--- src/rtl/idle_defs.vh ---
// Constants for the idle-entry gating control: APB offsets, bit positions,
// module indices and reset values. Included by every design file of the block.
`ifndef IDLE_DEFS_VH
`define IDLE_DEFS_VH

// APB byte offsets
`define OFF_ICR      8'h00
`define OFF_IDLE_STATUS_REG     8'h04
`define OFF_MICR     8'h08
`define OFF_PERIPHERAL_IDLE_CONTROL_REG     8'h0c
`define OFF_PDSEL    8'h10
`define OFF_ACK      8'h14
`define OFF_CLKEN    8'h18

// Idle control / status bits, one per clock domain
`define ICR_W        6
`define ICR_CPU      0
`define ICR_MPI      1
`define ICR_INSTRUCTION_CACHE   2
`define ICR_PERI     3
`define ICR_CLK      4
`define ICR_EXTERNAL_MEMORY_INTERFACE     5
`define ICR_RST      6'h00

// Master port idle control bits
`define MICR_W       2
`define MICR_DMA     0
`define MICR_HPI     1
`define MICR_RST     2'h0

// Peripheral idle control bits
`define PERIPHERAL_IDLE_CONTROL_REG_W       11
`define PERIPHERAL_IDLE_CONTROL_REG_TIM     0
`define PERIPHERAL_IDLE_CONTROL_REG_WDT     1
`define PERIPHERAL_IDLE_CONTROL_REG_OST     2
`define PERIPHERAL_IDLE_CONTROL_REG_SP0     3
`define PERIPHERAL_IDLE_CONTROL_REG_GPIO    6
`define PERIPHERAL_IDLE_CONTROL_REG_I2C     7
`define PERIPHERAL_IDLE_CONTROL_REG_UART    8
`define PERIPHERAL_IDLE_CONTROL_REG_PGPIO   9
`define PERIPHERAL_IDLE_CONTROL_REG_EXTERNAL_MEMORY_INTERFACE    10
`define PERIPHERAL_IDLE_CONTROL_REG_RST     11'h000

// Power-down selection bits
`define PD_W         2
`define PD_PLL       0
`define PD_OSC       1
`define PD_RST       2'h0

// Gated module indices
`define NUM_MOD      17
`define M_CPU        0
`define M_CPUREG     1
`define M_DMA        2
`define M_HPI        3
`define M_INSTRUCTION_CACHE     4
`define M_TIM        5
`define M_WDT        6
`define M_OST        7
`define M_SP0        8
`define M_GPIO       11
`define M_I2C        12
`define M_UART       13
`define M_PGPIO      14
`define M_PLLDIV     15
`define M_EXTERNAL_MEMORY_INTERFACE       16

`define NUM_SP       3

`endif

--- src/rtl/idle_gate_unit.v ---
// Per-module idle acknowledge and clock gate flops, one pair per module.
// Assumes request, ready and wake inputs are synchronous to pclk.
`timescale 1ns/1ns
`include "idle_defs.vh"

module idle_gate_unit #(
  parameter N = `NUM_MOD
) (
  input  wire         pclk,
  input  wire         presetn,
  input  wire [N-1:0] req,
  input  wire [N-1:0] ready,
  input  wire [N-1:0] wake,
  output reg  [N-1:0] ack_ff,
  output reg  [N-1:0] clk_en_ff
);

  reg [N-1:0] nxt_ack;
  reg [N-1:0] nxt_clk_en;

  always @* begin
    // Once idled a module holds, its gated clock cannot change its busy inputs
    nxt_ack    = req & (ack_ff | ready) & ~wake;
    // Gate closes the cycle after the acknowledge
    nxt_clk_en = ~ack_ff;
  end

  always @(posedge pclk or negedge presetn) begin
    if (!presetn) begin
      ack_ff    <= {N{1'b0}};
      clk_en_ff <= {N{1'b1}};
    end else begin
      ack_ff    <= nxt_ack;
      clk_en_ff <= nxt_clk_en;
    end
  end

endmodule // idle_gate_unit

--- src/rtl/idle_entry_gating_control.v ---
// Idle-entry gating control: APB idle registers, status capture on the idle
// instruction and per-module entry conditions driving the clock gates.
// Assumes all module activity inputs are synchronous to pclk.
`timescale 1ns/1ns
`include "idle_defs.vh"

module idle_entry_gating_control (
  input  wire                 pclk,
  input  wire                 presetn,
  input  wire                 psel,
  input  wire                 penable,
  input  wire                 pwrite,
  input  wire [7:0]           paddr,
  input  wire [31:0]          pwdata,
  output reg  [31:0]          prdata_ff,
  output reg                  pready_ff,
  output reg                  pslverr_ff,
  input  wire                 idle_exec,
  input  wire                 cpu_wake,
  input  wire                 cpu_pipe_halted,
  input  wire                 dma_busy,
  input  wire                 sp_dma_req,
  input  wire                 instruction_cache_fill_busy,
  input  wire                 instruction_cache_fetch_busy,
  input  wire [`NUM_SP-1:0]   sp_ext_mode,
  input  wire [`NUM_SP-1:0]   sp_busy,
  input  wire [`NUM_SP-1:0]   transmitter_reset_n,
  input  wire [`NUM_SP-1:0]   receiver_reset_n,
  input  wire                 i2c_busy,
  input  wire                 uart_busy,
  output wire [`NUM_MOD-1:0]  clk_en,
  output wire [`NUM_MOD-1:0]  idle_ack,
  output reg                  pll_pwrdn_ff,
  output reg                  osc_pwrdn_ff
);

  // Software-visible state, and the power-down selection latched at idle
  reg [`ICR_W-1:0]    idle_control_reg_ff;
  reg [`ICR_W-1:0]    idle_status_reg_ff;
  reg [`MICR_W-1:0]   master_idle_ctl_ff;
  reg [`PERIPHERAL_IDLE_CONTROL_REG_W-1:0]   peripheral_idle_control_reg_ff;
  reg [`PD_W-1:0]     pd_select_ff;
  reg [`PD_W-1:0]     pd_latched_ff;

  reg [`ICR_W-1:0]    nxt_idle_status_reg;
  reg [`PD_W-1:0]     nxt_pd_latched;
  reg [31:0]          nxt_prdata;
  reg                 nxt_pslverr;
  reg                 nxt_pll_pwrdn;
  reg                 nxt_osc_pwrdn;

  reg [`NUM_MOD-1:0]  mod_req;
  reg [`NUM_MOD-1:0]  mod_ready;
  reg [`NUM_MOD-1:0]  mod_wake;

  wire                setup_ok;
  wire                wr_en;
  wire                cpu_domain_idle_bit;
  wire                peripheral_domain_idle_status;

  integer             i;

  // Serial port entry: {wake, ready}
  function [1:0] sp_cond;
    input ext_mode;
    input busy;
    input transmitter_reset_n_n;
    input receiver_reset_n_n;
    begin
      if (ext_mode)
        sp_cond = {busy, ~busy};
      else
        sp_cond = {transmitter_reset_n_n | receiver_reset_n_n, ~transmitter_reset_n_n & ~receiver_reset_n_n};
    end
  endfunction

  // Known register offsets
  function known_offset;
    input [7:0] addr;
    begin
      case (addr)
        `OFF_ICR, `OFF_IDLE_STATUS_REG, `OFF_MICR, `OFF_PERIPHERAL_IDLE_CONTROL_REG,
        `OFF_PDSEL, `OFF_ACK, `OFF_CLKEN: known_offset = 1'b1;
        default:                          known_offset = 1'b0;
      endcase
    end
  endfunction

  // ------------------------------------------------------------------
  // APB slave: one wait state, data and error captured with pready
  // ------------------------------------------------------------------
  assign setup_ok = psel & penable & ~pready_ff;
  assign wr_en    = psel & penable & pready_ff & pwrite & known_offset(paddr);

  always @* begin
    nxt_prdata  = 32'h0000_0000;
    nxt_pslverr = ~known_offset(paddr);
    case (paddr)
      `OFF_ICR:   nxt_prdata[`ICR_W-1:0]   = idle_control_reg_ff;
      `OFF_IDLE_STATUS_REG:  nxt_prdata[`ICR_W-1:0]   = idle_status_reg_ff;
      `OFF_MICR:  nxt_prdata[`MICR_W-1:0]  = master_idle_ctl_ff;
      `OFF_PERIPHERAL_IDLE_CONTROL_REG:  nxt_prdata[`PERIPHERAL_IDLE_CONTROL_REG_W-1:0]  = peripheral_idle_control_reg_ff;
      `OFF_PDSEL: nxt_prdata[`PD_W-1:0]    = pd_select_ff;
      `OFF_ACK:   nxt_prdata[`NUM_MOD-1:0] = idle_ack;
      `OFF_CLKEN: nxt_prdata[`NUM_MOD-1:0] = clk_en;
      default:    nxt_prdata               = 32'h0000_0000;
    endcase
    // Status registers ignore writes without error
    if (!pwrite)
      nxt_prdata = nxt_prdata;
    else
      nxt_prdata = 32'h0000_0000;
  end

  always @(posedge pclk or negedge presetn) begin
    if (!presetn) begin
      pready_ff  <= 1'b0;
      prdata_ff  <= 32'h0000_0000;
      pslverr_ff <= 1'b0;
    end else begin
      pready_ff <= setup_ok;
      if (setup_ok) begin
        prdata_ff  <= nxt_prdata;
        pslverr_ff <= nxt_pslverr;
      end else begin
        pslverr_ff <= 1'b0;
      end
    end
  end

  always @(posedge pclk or negedge presetn) begin
    if (!presetn) begin
      idle_control_reg_ff            <= `ICR_RST;
      master_idle_ctl_ff             <= `MICR_RST;
      peripheral_idle_control_reg_ff <= `PERIPHERAL_IDLE_CONTROL_REG_RST;
      pd_select_ff                   <= `PD_RST;
    end else if (wr_en) begin
      case (paddr)
        `OFF_ICR:   idle_control_reg_ff            <= pwdata[`ICR_W-1:0];
        `OFF_MICR:  master_idle_ctl_ff             <= pwdata[`MICR_W-1:0];
        `OFF_PERIPHERAL_IDLE_CONTROL_REG:  peripheral_idle_control_reg_ff <= pwdata[`PERIPHERAL_IDLE_CONTROL_REG_W-1:0];
        `OFF_PDSEL: pd_select_ff                   <= pwdata[`PD_W-1:0];
        default:    pd_select_ff                   <= pd_select_ff;
      endcase
    end
  end

  // ------------------------------------------------------------------
  // Status capture on the idle instruction
  // ------------------------------------------------------------------
  always @* begin
    nxt_idle_status_reg = idle_status_reg_ff;
    nxt_pd_latched      = pd_latched_ff;
    // CPU wake-up clears the CPU, clock and memory interface status
    if (cpu_wake) begin
      nxt_idle_status_reg[`ICR_CPU]  = 1'b0;
      nxt_idle_status_reg[`ICR_CLK]  = 1'b0;
      nxt_idle_status_reg[`ICR_EXTERNAL_MEMORY_INTERFACE] = 1'b0;
    end
    // Idle instruction wins over a simultaneous wake-up
    if (idle_exec) begin
      nxt_idle_status_reg = idle_control_reg_ff;
      nxt_pd_latched      = pd_select_ff;
    end
  end

  always @(posedge pclk or negedge presetn) begin
    if (!presetn) begin
      idle_status_reg_ff <= `ICR_RST;
      pd_latched_ff      <= `PD_RST;
    end else begin
      idle_status_reg_ff <= nxt_idle_status_reg;
      pd_latched_ff      <= nxt_pd_latched;
    end
  end

  assign cpu_domain_idle_bit           = idle_status_reg_ff[`ICR_CPU];
  assign peripheral_domain_idle_status = idle_status_reg_ff[`ICR_PERI];

  // ------------------------------------------------------------------
  // Per-module requests and entry conditions
  // ------------------------------------------------------------------
  always @* begin
    mod_req   = {`NUM_MOD{1'b0}};
    mod_ready = {`NUM_MOD{1'b1}};
    mod_wake  = {`NUM_MOD{1'b0}};

    // CPU domain
    mod_req[`M_CPU]      = cpu_domain_idle_bit;
    mod_ready[`M_CPU]    = cpu_pipe_halted;
    mod_req[`M_CPUREG]   = cpu_domain_idle_bit;
    // Interrupt, idle, PLL controllers and selection registers
    mod_ready[`M_CPUREG] = idle_ack[`M_CPU];

    // Master port domain
    mod_req[`M_DMA]   = idle_status_reg_ff[`ICR_MPI] & master_idle_ctl_ff[`MICR_DMA];
    mod_ready[`M_DMA] = ~dma_busy & ~sp_dma_req;
    mod_wake[`M_DMA]  = sp_dma_req;
    mod_req[`M_HPI]   = idle_status_reg_ff[`ICR_MPI] & master_idle_ctl_ff[`MICR_HPI];
    // Host transfers are not protected; software keeps the port quiet
    mod_ready[`M_HPI] = 1'b1;

    // Instruction cache domain
    mod_req[`M_INSTRUCTION_CACHE]   = idle_status_reg_ff[`ICR_INSTRUCTION_CACHE];
    mod_ready[`M_INSTRUCTION_CACHE] = ~instruction_cache_fill_busy & ~instruction_cache_fetch_busy;

    // Peripheral domain: per-module bit and domain status
    mod_req[`M_TIM]   = peripheral_domain_idle_status &
                        peripheral_idle_control_reg_ff[`PERIPHERAL_IDLE_CONTROL_REG_TIM];
    mod_req[`M_WDT]   = peripheral_domain_idle_status &
                        peripheral_idle_control_reg_ff[`PERIPHERAL_IDLE_CONTROL_REG_WDT];
    mod_req[`M_OST]   = peripheral_domain_idle_status &
                        peripheral_idle_control_reg_ff[`PERIPHERAL_IDLE_CONTROL_REG_OST];
    mod_req[`M_GPIO]  = peripheral_domain_idle_status &
                        peripheral_idle_control_reg_ff[`PERIPHERAL_IDLE_CONTROL_REG_GPIO];
    mod_req[`M_PGPIO] = peripheral_domain_idle_status &
                        peripheral_idle_control_reg_ff[`PERIPHERAL_IDLE_CONTROL_REG_PGPIO];
    mod_req[`M_I2C]   = peripheral_domain_idle_status &
                        peripheral_idle_control_reg_ff[`PERIPHERAL_IDLE_CONTROL_REG_I2C];
    mod_req[`M_UART]  = peripheral_domain_idle_status &
                        peripheral_idle_control_reg_ff[`PERIPHERAL_IDLE_CONTROL_REG_UART];
    // Timers, watchdog, OS timer and both GPIO blocks keep ready high
    mod_ready[`M_TIM]   = 1'b1;
    mod_ready[`M_WDT]   = 1'b1;
    mod_ready[`M_OST]   = 1'b1;
    mod_ready[`M_GPIO]  = 1'b1;
    mod_ready[`M_PGPIO] = 1'b1;
    mod_ready[`M_I2C]   = ~i2c_busy;
    mod_ready[`M_UART]  = ~uart_busy;

    for (i = 0; i < `NUM_SP; i = i + 1) begin
      mod_req[`M_SP0+i] = peripheral_domain_idle_status &
                          peripheral_idle_control_reg_ff[`PERIPHERAL_IDLE_CONTROL_REG_SP0+i];
      {mod_wake[`M_SP0+i], mod_ready[`M_SP0+i]} =
        sp_cond(sp_ext_mode[i], sp_busy[i], transmitter_reset_n[i], receiver_reset_n[i]);
    end

    // Clock generator domain
    mod_req[`M_PLLDIV]   = idle_status_reg_ff[`ICR_CLK];
    mod_ready[`M_PLLDIV] = 1'b1;

    // Memory interface, through its domain bit or its peripheral bit
    mod_req[`M_EXTERNAL_MEMORY_INTERFACE]   = idle_status_reg_ff[`ICR_EXTERNAL_MEMORY_INTERFACE] |
                         (peripheral_domain_idle_status &
                          peripheral_idle_control_reg_ff[`PERIPHERAL_IDLE_CONTROL_REG_EXTERNAL_MEMORY_INTERFACE]);
    mod_ready[`M_EXTERNAL_MEMORY_INTERFACE] = ~dma_busy;
  end

  idle_gate_unit #(
    .N         (`NUM_MOD)
  ) u_gates (
    .pclk      (pclk),
    .presetn   (presetn),
    .req       (mod_req),
    .ready     (mod_ready),
    .wake      (mod_wake),
    .ack_ff    (idle_ack),
    .clk_en_ff (clk_en)
  );

  // ------------------------------------------------------------------
  // PLL core and oscillator power-down
  // ------------------------------------------------------------------
  always @* begin
    // Only after the divider has idled, and only if chosen before idling
    nxt_pll_pwrdn = idle_status_reg_ff[`ICR_CLK] & idle_ack[`M_PLLDIV] &
                    pd_latched_ff[`PD_PLL];
    // Oscillator is the last to go, so the PLL is already down
    nxt_osc_pwrdn = nxt_pll_pwrdn & pll_pwrdn_ff &
                    pd_latched_ff[`PD_OSC];
  end

  always @(posedge pclk or negedge presetn) begin
    if (!presetn) begin
      pll_pwrdn_ff <= 1'b0;
      osc_pwrdn_ff <= 1'b0;
    end else begin
      pll_pwrdn_ff <= nxt_pll_pwrdn;
      osc_pwrdn_ff <= nxt_osc_pwrdn;
    end
  end

endmodule // idle_entry_gating_control

--- config.mk ---
export PLATFORM = sky130hd
export DESIGN_NAME = idle_entry_gating_control
export DESIGN_NICKNAME = d
export VERILOG_FILES = /design/src/rtl/idle_gate_unit.v /design/src/rtl/idle_entry_gating_control.v
export VERILOG_INCLUDE_DIRS = /design/src /design/src/rtl
export SDC_FILE = /design/constraint.sdc
export NUM_CORES = 1
export LEC_CHECK = 0
export BUFFER_PORTS_ARGS = -buffer_cell sky130_fd_sc_hd__buf_2
export CAP_MARGIN = 20
export CORE_ASPECT_RATIO = 1.5
export CORE_MARGIN = 2
export CORE_UTILIZATION = 30
export DETAILED_ROUTE_END_ITERATION = 10
export HOLD_SLACK_MARGIN = 0.15
export SKIP_LAST_GASP = 1
export SYNTH_ARGS = -nofsm -noshare
export SYNTH_HDL_FRONTEND = slang
export SYNTH_HIERARCHICAL = 1
export SYNTH_SLANG_ARGS = --single-unit
--- constraint.sdc ---
create_clock -name pclk -period 1.8 [get_ports pclk]
set_clock_uncertainty 0.1 [all_clocks]
set_input_delay 0.36 -clock pclk [delete_from_list [all_inputs] [get_ports pclk]]
set_output_delay 0.36 -clock pclk [all_outputs]
set_load 0.02 [all_outputs]
# --- Yosys cells after proc, flatten, opt, wreduce, memory -nomap -nowiden ---
# Index checks and enable logic that the tools add are counted.
word_totals:
  register_bits: 99
  out_inout_bits: 70
  wordCells: 93
op_classes:
  eq_ne: 6
  mux: 13
  bitwise_logic: 53
  n_reduce_logical: 7
ops:
  columns: ["operator", "n"]
  rows:
  - ["17-bit AND", 2]
  - ["1-bit AND", 27]
  - ["8-bit by 5-bit equality test with 1-bit output, second input constant", 3]
  - ["4-bit one-hot mux with 5 select lines", 1]
  - ["17-bit two-way mux", 1]
  - ["1-bit NOT", 17]
  - ["11-bit NOT with 17-bit output", 1]
  - ["17-bit NOT", 1]
  - ["17-bit bitwise OR", 1]
  - ["8-bit by 4-bit equality test with 1-bit output, second input constant", 2]
  - ["5-bit one-hot mux with 3 select lines", 1]
  - ["2-bit one-hot mux with 7 select lines", 1]
  - ["6-bit one-hot mux with 2 select lines", 1]
  - ["8-bit by 3-bit equality test with 1-bit output, second input constant", 1]
  - ["8-bit logical NOT", 1]
  - ["2-bit two-way mux", 4]
  - ["2-bit AND reduction", 4]
  - ["7-bit OR reduction", 1]
  - ["6-bit two-way mux", 1]
  - ["1-bit bitwise OR", 4]
  - ["1-bit two-way mux", 3]
  - ["2-bit nonzero test", 1]

# --- Depth between registers and ports, before layout ---
logic_depth:
  word_depth: 6
  mapped_depth: 6

# --- By module ---
# Netlist, hierarchy kept.
by_module_without_submodules:
  columns: ["mod", "instances", "cells_per_inst", "area_each_um2", "seq_area_each_um2"]
  rows:
  - ["idle_entry_gating_control", 1, 261, 2753.9, 1251.2]
  - ["idle_gate_unit", 1, 85, 1212.4, 872.1]

# --- Worst setup path after synthesis ---
# OpenSTA, ideal clock, no wires.
synth_timing:
  kind: "input to register"
  start: "input paddr[5]"
  end: "register peripheral_idle_control_reg_ff[10]"
  arrival_ps: 1585
  setup_slack_ps: -10
  cell_stages: 5
  n_path_buf: 1
  cell_sequence: "or3_4 > nor4_4 > nand3_2 > buf_6 > mux2_4"
synth_via:
  elab_chain_len: 5
synth_lines:
  columns: ["item", "line_no", "source"]
  rows:
  - ["start: declaration", "idle_entry_gating_control.v:13", "input wire [7:0] paddr,"]
  - ["8-bit by 5-bit equality test with 1-bit output, or another cell as far along", "idle_entry_gating_control.v:81", "case (addr)"]
  - ["7-bit OR reduction", "idle_entry_gating_control.v:81", null]
  - ["1-bit two-way mux", "idle_entry_gating_control.v:81", null]
  - ["1-bit AND", "idle_entry_gating_control.v:93", "assign wr_en = psel & penable & pready_ff & pwrite & known_offset(paddr);"]
  - ["2-bit AND reduction (no line) (*)", null, null]
  - ["end signal: assignment", "idle_entry_gating_control.v:135", "peripheral_idle_control_reg_ff <= `PERIPHERAL_IDLE_CONTROL_REG_RST;"]
  - ["end signal: assignment", "idle_entry_gating_control.v:141", "`OFF_PERIPHERAL_IDLE_CONTROL_REG: peripheral_idle_control_reg_ff <= pwdata[`PERIPHERAL_IDLE_CONTROL_REG_W-1:0] ..."]
  - ["end: declaration", "idle_entry_gating_control.v:41", "reg [`PERIPHERAL_IDLE_CONTROL_REG_W-1:0] peripheral_idle_control_reg_ff;"]
# Every way passes the cells marked *; elsewhere a longest branch is shown, timed or not.
# A chain may end at the register's enable or synchronous reset.

# --- Worst setup path after layout ---
layout_timing:
  start: "input paddr[5]"
  end: "register peripheral_idle_control_reg_ff[6]"
# Same word-level chain as after synthesis.

==> report_table.html <==
<table>
<tr><th>Metric</th><th>Value</th></tr>
<tr><th colspan="2">Run status</th></tr>
<tr><td>Outcome</td><td>finished clean</td></tr>
<tr><th colspan="2">Finish</th></tr>
<tr><td>Final nets</td><td>559</td></tr>
<tr><td>Area taken by flip-flops and latches</td><td>0.00212 mm2</td></tr>
<tr><td>Share of final-layout standard cells stronger than drive strength 1</td><td>a little over two fifths</td></tr>
<tr><td>Area growth, synth to finish</td><td>30.5%</td></tr>
<tr><td>Layout fillers</td><td>approximately 1300</td></tr>
<tr><td>Area taken by multi-input logic gates</td><td>roughly 0.0017 mm2</td></tr>
<tr><td>Post-Route Utilization</td><td>approximately 40%</td></tr>
<tr><th colspan="2">Clocking</th></tr>
<tr><td>Cts bufs inserted</td><td>9</td></tr>
<tr><td>CTS HTree Levels</td><td>3</td></tr>
<tr><td>Clock-pin slew on the worst setup and hold paths</td><td>roughly 0.060 ns</td></tr>
<tr><td>Maximum buffer depth of the clock tree</td><td>2</td></tr>
<tr><td>Clock Sink Count</td><td>84</td></tr>
<tr><td>CTS tree</td><td>yes</td></tr>
<tr><td>Buffer type at the clock tree root</td><td>sky130_fd_sc_hd__clkbuf_16</td></tr>
<tr><td>Number of setup buffers added after CTS</td><td>0</td></tr>
<tr><td>Clock Latency Late Sink</td><td>between 0.3 and 0.4 ns</td></tr>
<tr><th colspan="2">Timing</th></tr>
<tr><td>Final number of setup-violating endpoints</td><td>0</td></tr>
<tr><td>Hold Violations, Final</td><td>0</td></tr>
<tr><td>Post-route minimum period</td><td>around 1.7 ns</td></tr>
<tr><td>Unrepaired setup endpoints after global routing</td><td>true</td></tr>
<tr><td>Period utilisation layout</td><td>about 94%</td></tr>
<tr><td>Post-route worst setup slack</td><td>0.107 ns</td></tr>
<tr><td>Max-slew violation count</td><td>0</td></tr>
<tr><td>Upper clock frequency limit</td><td>591 MHz</td></tr>
<tr><th colspan="2">Placement</th></tr>
<tr><td>Half-perimeter wire length of the detailed placement result</td><td>a little over 8 mm</td></tr>
<tr><td>IO Port Bufs</td><td>a little under 100</td></tr>
<tr><td>Post-place setup slack</td><td>-0.220 ns</td></tr>
<tr><td>Routability congestion estimate</td><td>0.798</td></tr>
<tr><th colspan="2">Floorplanning</th></tr>
<tr><td>Core region area</td><td>0.0130 mm2</td></tr>
<tr><td>DIE HEIGHT</td><td>approximately 140 um</td></tr>
<tr><td>Initial Utilization</td><td>30.6%</td></tr>
<tr><td>Boundary pin count</td><td>approximately 140</td></tr>
<tr><td>Floorplan die width</td><td>just under 100 um</td></tr>
<tr><td>Core Rows</td><td>between 50 and 60</td></tr>
<tr><td>Total Die Area</td><td>between 0.01 and 0.015 mm2</td></tr>
<tr><th colspan="2">Worst setup path</th></tr>
<tr><td>Minimum setup slack among reg-to-reg paths</td><td>~0.11 ns</td></tr>
<tr><td>Setup Crit Path Kind</td><td>primary input to register</td></tr>
<tr><td>Critical path launch point type</td><td>primary input</td></tr>
<tr><td>Beginning of the worst register-to-register path</td><td>pready_ff$_DFF_PN0_</td></tr>
<tr><td>Reg2reg path depth</td><td>5</td></tr>
<tr><td>Chain of cells forming the critical path</td><td>buf_2, or3_4, nor4_4, nand3_2, buf_4, mux2_4</td></tr>
<tr><td>Setup crit end</td><td>peripheral_idle_control_reg_ff[6]$_DFFE_PN0P_</td></tr>
<tr><td>CP required</td><td>~1.9 ns</td></tr>
<tr><td>Maximum fanout along the worst path</td><td>3</td></tr>
<tr><td>Critical path startpoint</td><td>paddr[5]</td></tr>
<tr><td>Element type at the critical path end</td><td>register</td></tr>
<tr><td>Critical path data arrival time</td><td>about 1.8 ns</td></tr>
<tr><td>RR Endpoint</td><td>prdata_ff[7]$_DFFE_PN0P_</td></tr>
<tr><td>Cell with the largest stage delay on the worst path</td><td>sky130_fd_sc_hd__or3_4</td></tr>
<tr><td>Slowest Stage Delay on Critical Path</td><td>approximately 0.43 ns</td></tr>
<tr><th colspan="2">Routing</th></tr>
<tr><td>Mean number of vias per cell</td><td>~4.5</td></tr>
<tr><td>Pre-Repair DR Iteration Count</td><td>4</td></tr>
<tr><td>Vias post-DR</td><td>about 3000</td></tr>
<tr><td>First DRT Iteration DRCs</td><td>~120</td></tr>
<tr><td>Total wirelength of the detailed-routed design</td><td>approximately 11 mm</td></tr>
<tr><td>Detailed-route DRC error count</td><td>0</td></tr>
<tr><td>Antenna viol nets, final</td><td>0</td></tr>
<tr><td>Wirelength per Cell</td><td>between 15 and 20 um</td></tr>
<tr><th colspan="2">Yosys</th></tr>
<tr><td>Proportion of synthesized flip-flops having asynchronous set or reset</td><td>100%</td></tr>
<tr><td>Share of the yosys chip area belonging to registers</td><td>between 50 and 60%</td></tr>
<tr><td>Per-instance average area after synthesis</td><td>about 11 um2</td></tr>
<tr><td>Post-synth design cell area</td><td>approximately 0.004 mm2</td></tr>
<tr><td>Number of flops mapped to enable cells by yosys</td><td>0</td></tr>
<tr><td>Main area contributors after synthesis</td><td>sky130_fd_sc_hd__dfrtp_1, sky130_fd_sc_hd__dfstp_2, sky130_fd_sc_hd__mux2_2, sky130_fd_sc_hd__nor3b_2, sky130_fd_sc_hd__mux2_4</td></tr>
<tr><td>Synthesized flop and latch total</td><td>84</td></tr>
<tr><td>Most frequent cells after synthesis</td><td>sky130_fd_sc_hd__dfrtp_1, sky130_fd_sc_hd__nor2_1, sky130_fd_sc_hd__inv_1</td></tr>
<tr><td>Yosys warning total</td><td>6</td></tr>
<tr><td>Synthesized instance count</td><td>approximately 350</td></tr>
<tr><td>Primary FF master, synth</td><td>sky130_fd_sc_hd__dfrtp_1</td></tr>
<tr><td>Most frequent cell after synthesis</td><td>sky130_fd_sc_hd__dfrtp_1</td></tr>
<tr><td>Cell accounting for the most synthesized area</td><td>sky130_fd_sc_hd__dfrtp_1</td></tr>
<tr><td>Count of different cell masters after synthesis</td><td>between 40 and 50</td></tr>
<tr><td>Yosys top cell area share</td><td>42.3%</td></tr>
<tr><th colspan="2">Power and ir drop</th></tr>
<tr><td>Leakage dissipation</td><td>roughly 2.5 nW</td></tr>
<tr><td>Power Density</td><td>~760 mW/mm2</td></tr>
<tr><td>Total Power</td><td>between 0.003 and 0.004 W</td></tr>
<tr><td>Maximum resistive drop on vdd</td><td>between 0.3 and 0.4 mV</td></tr>
<tr><th colspan="2">GRT</th></tr>
<tr><td>Combined global-route utilization of all metal layers</td><td>between 10% and 20%</td></tr>
<tr><td>Antenna violations before repair</td><td>1</td></tr>
<tr><td>Number of global-route vias before repair</td><td>3082</td></tr>
<tr><td>Maximum number of pins on one net before global-route repair</td><td>39</td></tr>
<tr><td>Remaining Overflow, GRT</td><td>0</td></tr>
<tr><td>First-pass GRT wire length</td><td>16.4 mm</td></tr>
<tr><th colspan="2">Worst hold path</th></tr>
<tr><td>Hold Path Origin</td><td>cpu_wake</td></tr>
<tr><td>Hold Path Class</td><td>primary input to register</td></tr>
<tr><th colspan="2">Run</th></tr>
<tr><td>Count of maximum capacitance violations</td><td>0</td></tr>
</table>
-- layer usage --
metal / vias up / wire [um] / global-route usage, %
met5: - / 13 / 0
met4: 2 / 192 / 6.21
met3: 13 / 486 / 3.70
met2: 86 / 5610 / 27.0
met1: 1441 / 4200 / 17.3
li1: 1446 / - / -
-- state kept, by name, indices dropped and copies added (netlist names) --
| name | cells |
|---|---|
| idle_control_reg_ff | 6 |
| idle_status_reg_ff | 6 |
| master_idle_ctl_ff | 2 |
| osc_pwrdn_ff | 1 |
| pd_latched_ff | 2 |
| pd_select_ff | 2 |
| peripheral_idle_control_reg_ff | 11 |
| pll_pwrdn_ff | 1 |
| prdata_ff | 17 |
| pready_ff | 1 |
| pslverr_ff | 1 |
| u_gates/ack_ff | 17 |
| u_gates/clk_en_ff | 17 |
-- logic make-up (layout without fill, tap and decap cells) --
family          Yosys count  in the layout  share of synthesized area (%)
mux                      31             31                           9.68
buf+inv                  54            173                           7.00
other cells               2             36                          0.189
compound gates           59             59                           10.6
simple gates            116            116                           19.0
flops                    84             84                           53.5
-- per-stage QoR --
step	setup TNS (ns)	hold slack, ns	area, um2	instances
5_1_grt	-0.0137	0.157	5170	657
2_1_floorplan	-0.0999	-0.0356	4090	379
6_report	0	0.161	5180	658
3_3_place_gp	-4.29	0.167	4860	639
3_5_place_dp	-4.43	0.169	4860	639
4_1_cts	0	0.150	5160	657
-- cell type report --
cell class                 instances  share of cell area, %
clock buffer                      12                   4.95
sequential                        84                   41.0
tap                              159                   3.84
timing repair buffer             131                   14.8
inverter                          26                   1.88
clock inverter                     4                  0.483
antenna                            1                 0.0483
multi-input combinational        241                   32.9
-- critical path, delay by kind of cell --
kind / cells / cell delay [ns]
buffers and inverters: 2 / 0.29
muxes: 1 / 0.29
and+or+nand+nor: 3 / 0.88
-- power by group --
group | internal, W | switching [W]
logic | 0.000120 | 0.000207
clock network | 0.00101 | 0.000727
registers | 0.00190 | 0.00000390
total | 0.00302 | 0.000938
-- worst min path at each step --
stage,end,slack (ns),cells after the start
2_1_floorplan,idle_control_reg_ff[0]$_DFFE_PN0P_,-0.04,0
3_3_place_gp,peripheral_idle_control_reg_ff[9]$_DFFE_PN0P_,0.17,1
3_5_place_dp,u_gates/ack_ff[13]$_DFF_PN0_,0.17,1
4_1_cts,idle_status_reg_ff[0]$_DFFE_PN0P_,0.15,2
5_1_grt,peripheral_idle_control_reg_ff[10]$_DFFE_PN0P_,0.16,2
6_report,idle_status_reg_ff[0]$_DFFE_PN0P_,0.16,2
-- timing repair --
| action | CTS | global route |
|---|---|---|
| endpoints found under the setup margin | 3 | 8 |
| hold buffers | 2 | 0 |
| resized for setup | 1 | 2 |
| hold endpoints to repair | 72 | 0 |
-- layout by cell type (no fill, tap or decap), types with 3 or more instances in the layout --
master / instances
sky130_fd_sc_hd__nand3_1: 3
sky130_fd_sc_hd__nor2_1: 27
sky130_fd_sc_hd__buf_2: 98
sky130_fd_sc_hd__nand2_1: 25
sky130_fd_sc_hd__dfrtp_1: 67
sky130_fd_sc_hd__nor2b_1: 4
sky130_fd_sc_hd__nand2b_1: 5
sky130_fd_sc_hd__a22oi_1: 12
sky130_fd_sc_hd__inv_1: 26
sky130_fd_sc_hd__mux2_2: 19
sky130_fd_sc_hd__and2_1: 13
sky130_fd_sc_hd__buf_4: 29
sky130_fd_sc_hd__a221oi_1: 8
sky130_fd_sc_hd__a22o_1: 4
sky130_fd_sc_hd__conb_1: 35
sky130_fd_sc_hd__a2bb2oi_1: 5
sky130_fd_sc_hd__nor3b_2: 17
sky130_fd_sc_hd__o21ai_0: 19
sky130_fd_sc_hd__mux2_4: 10
sky130_fd_sc_hd__clkbuf_16: 9
sky130_fd_sc_hd__dfstp_2: 17
Power figures use the tool's default switching activity.
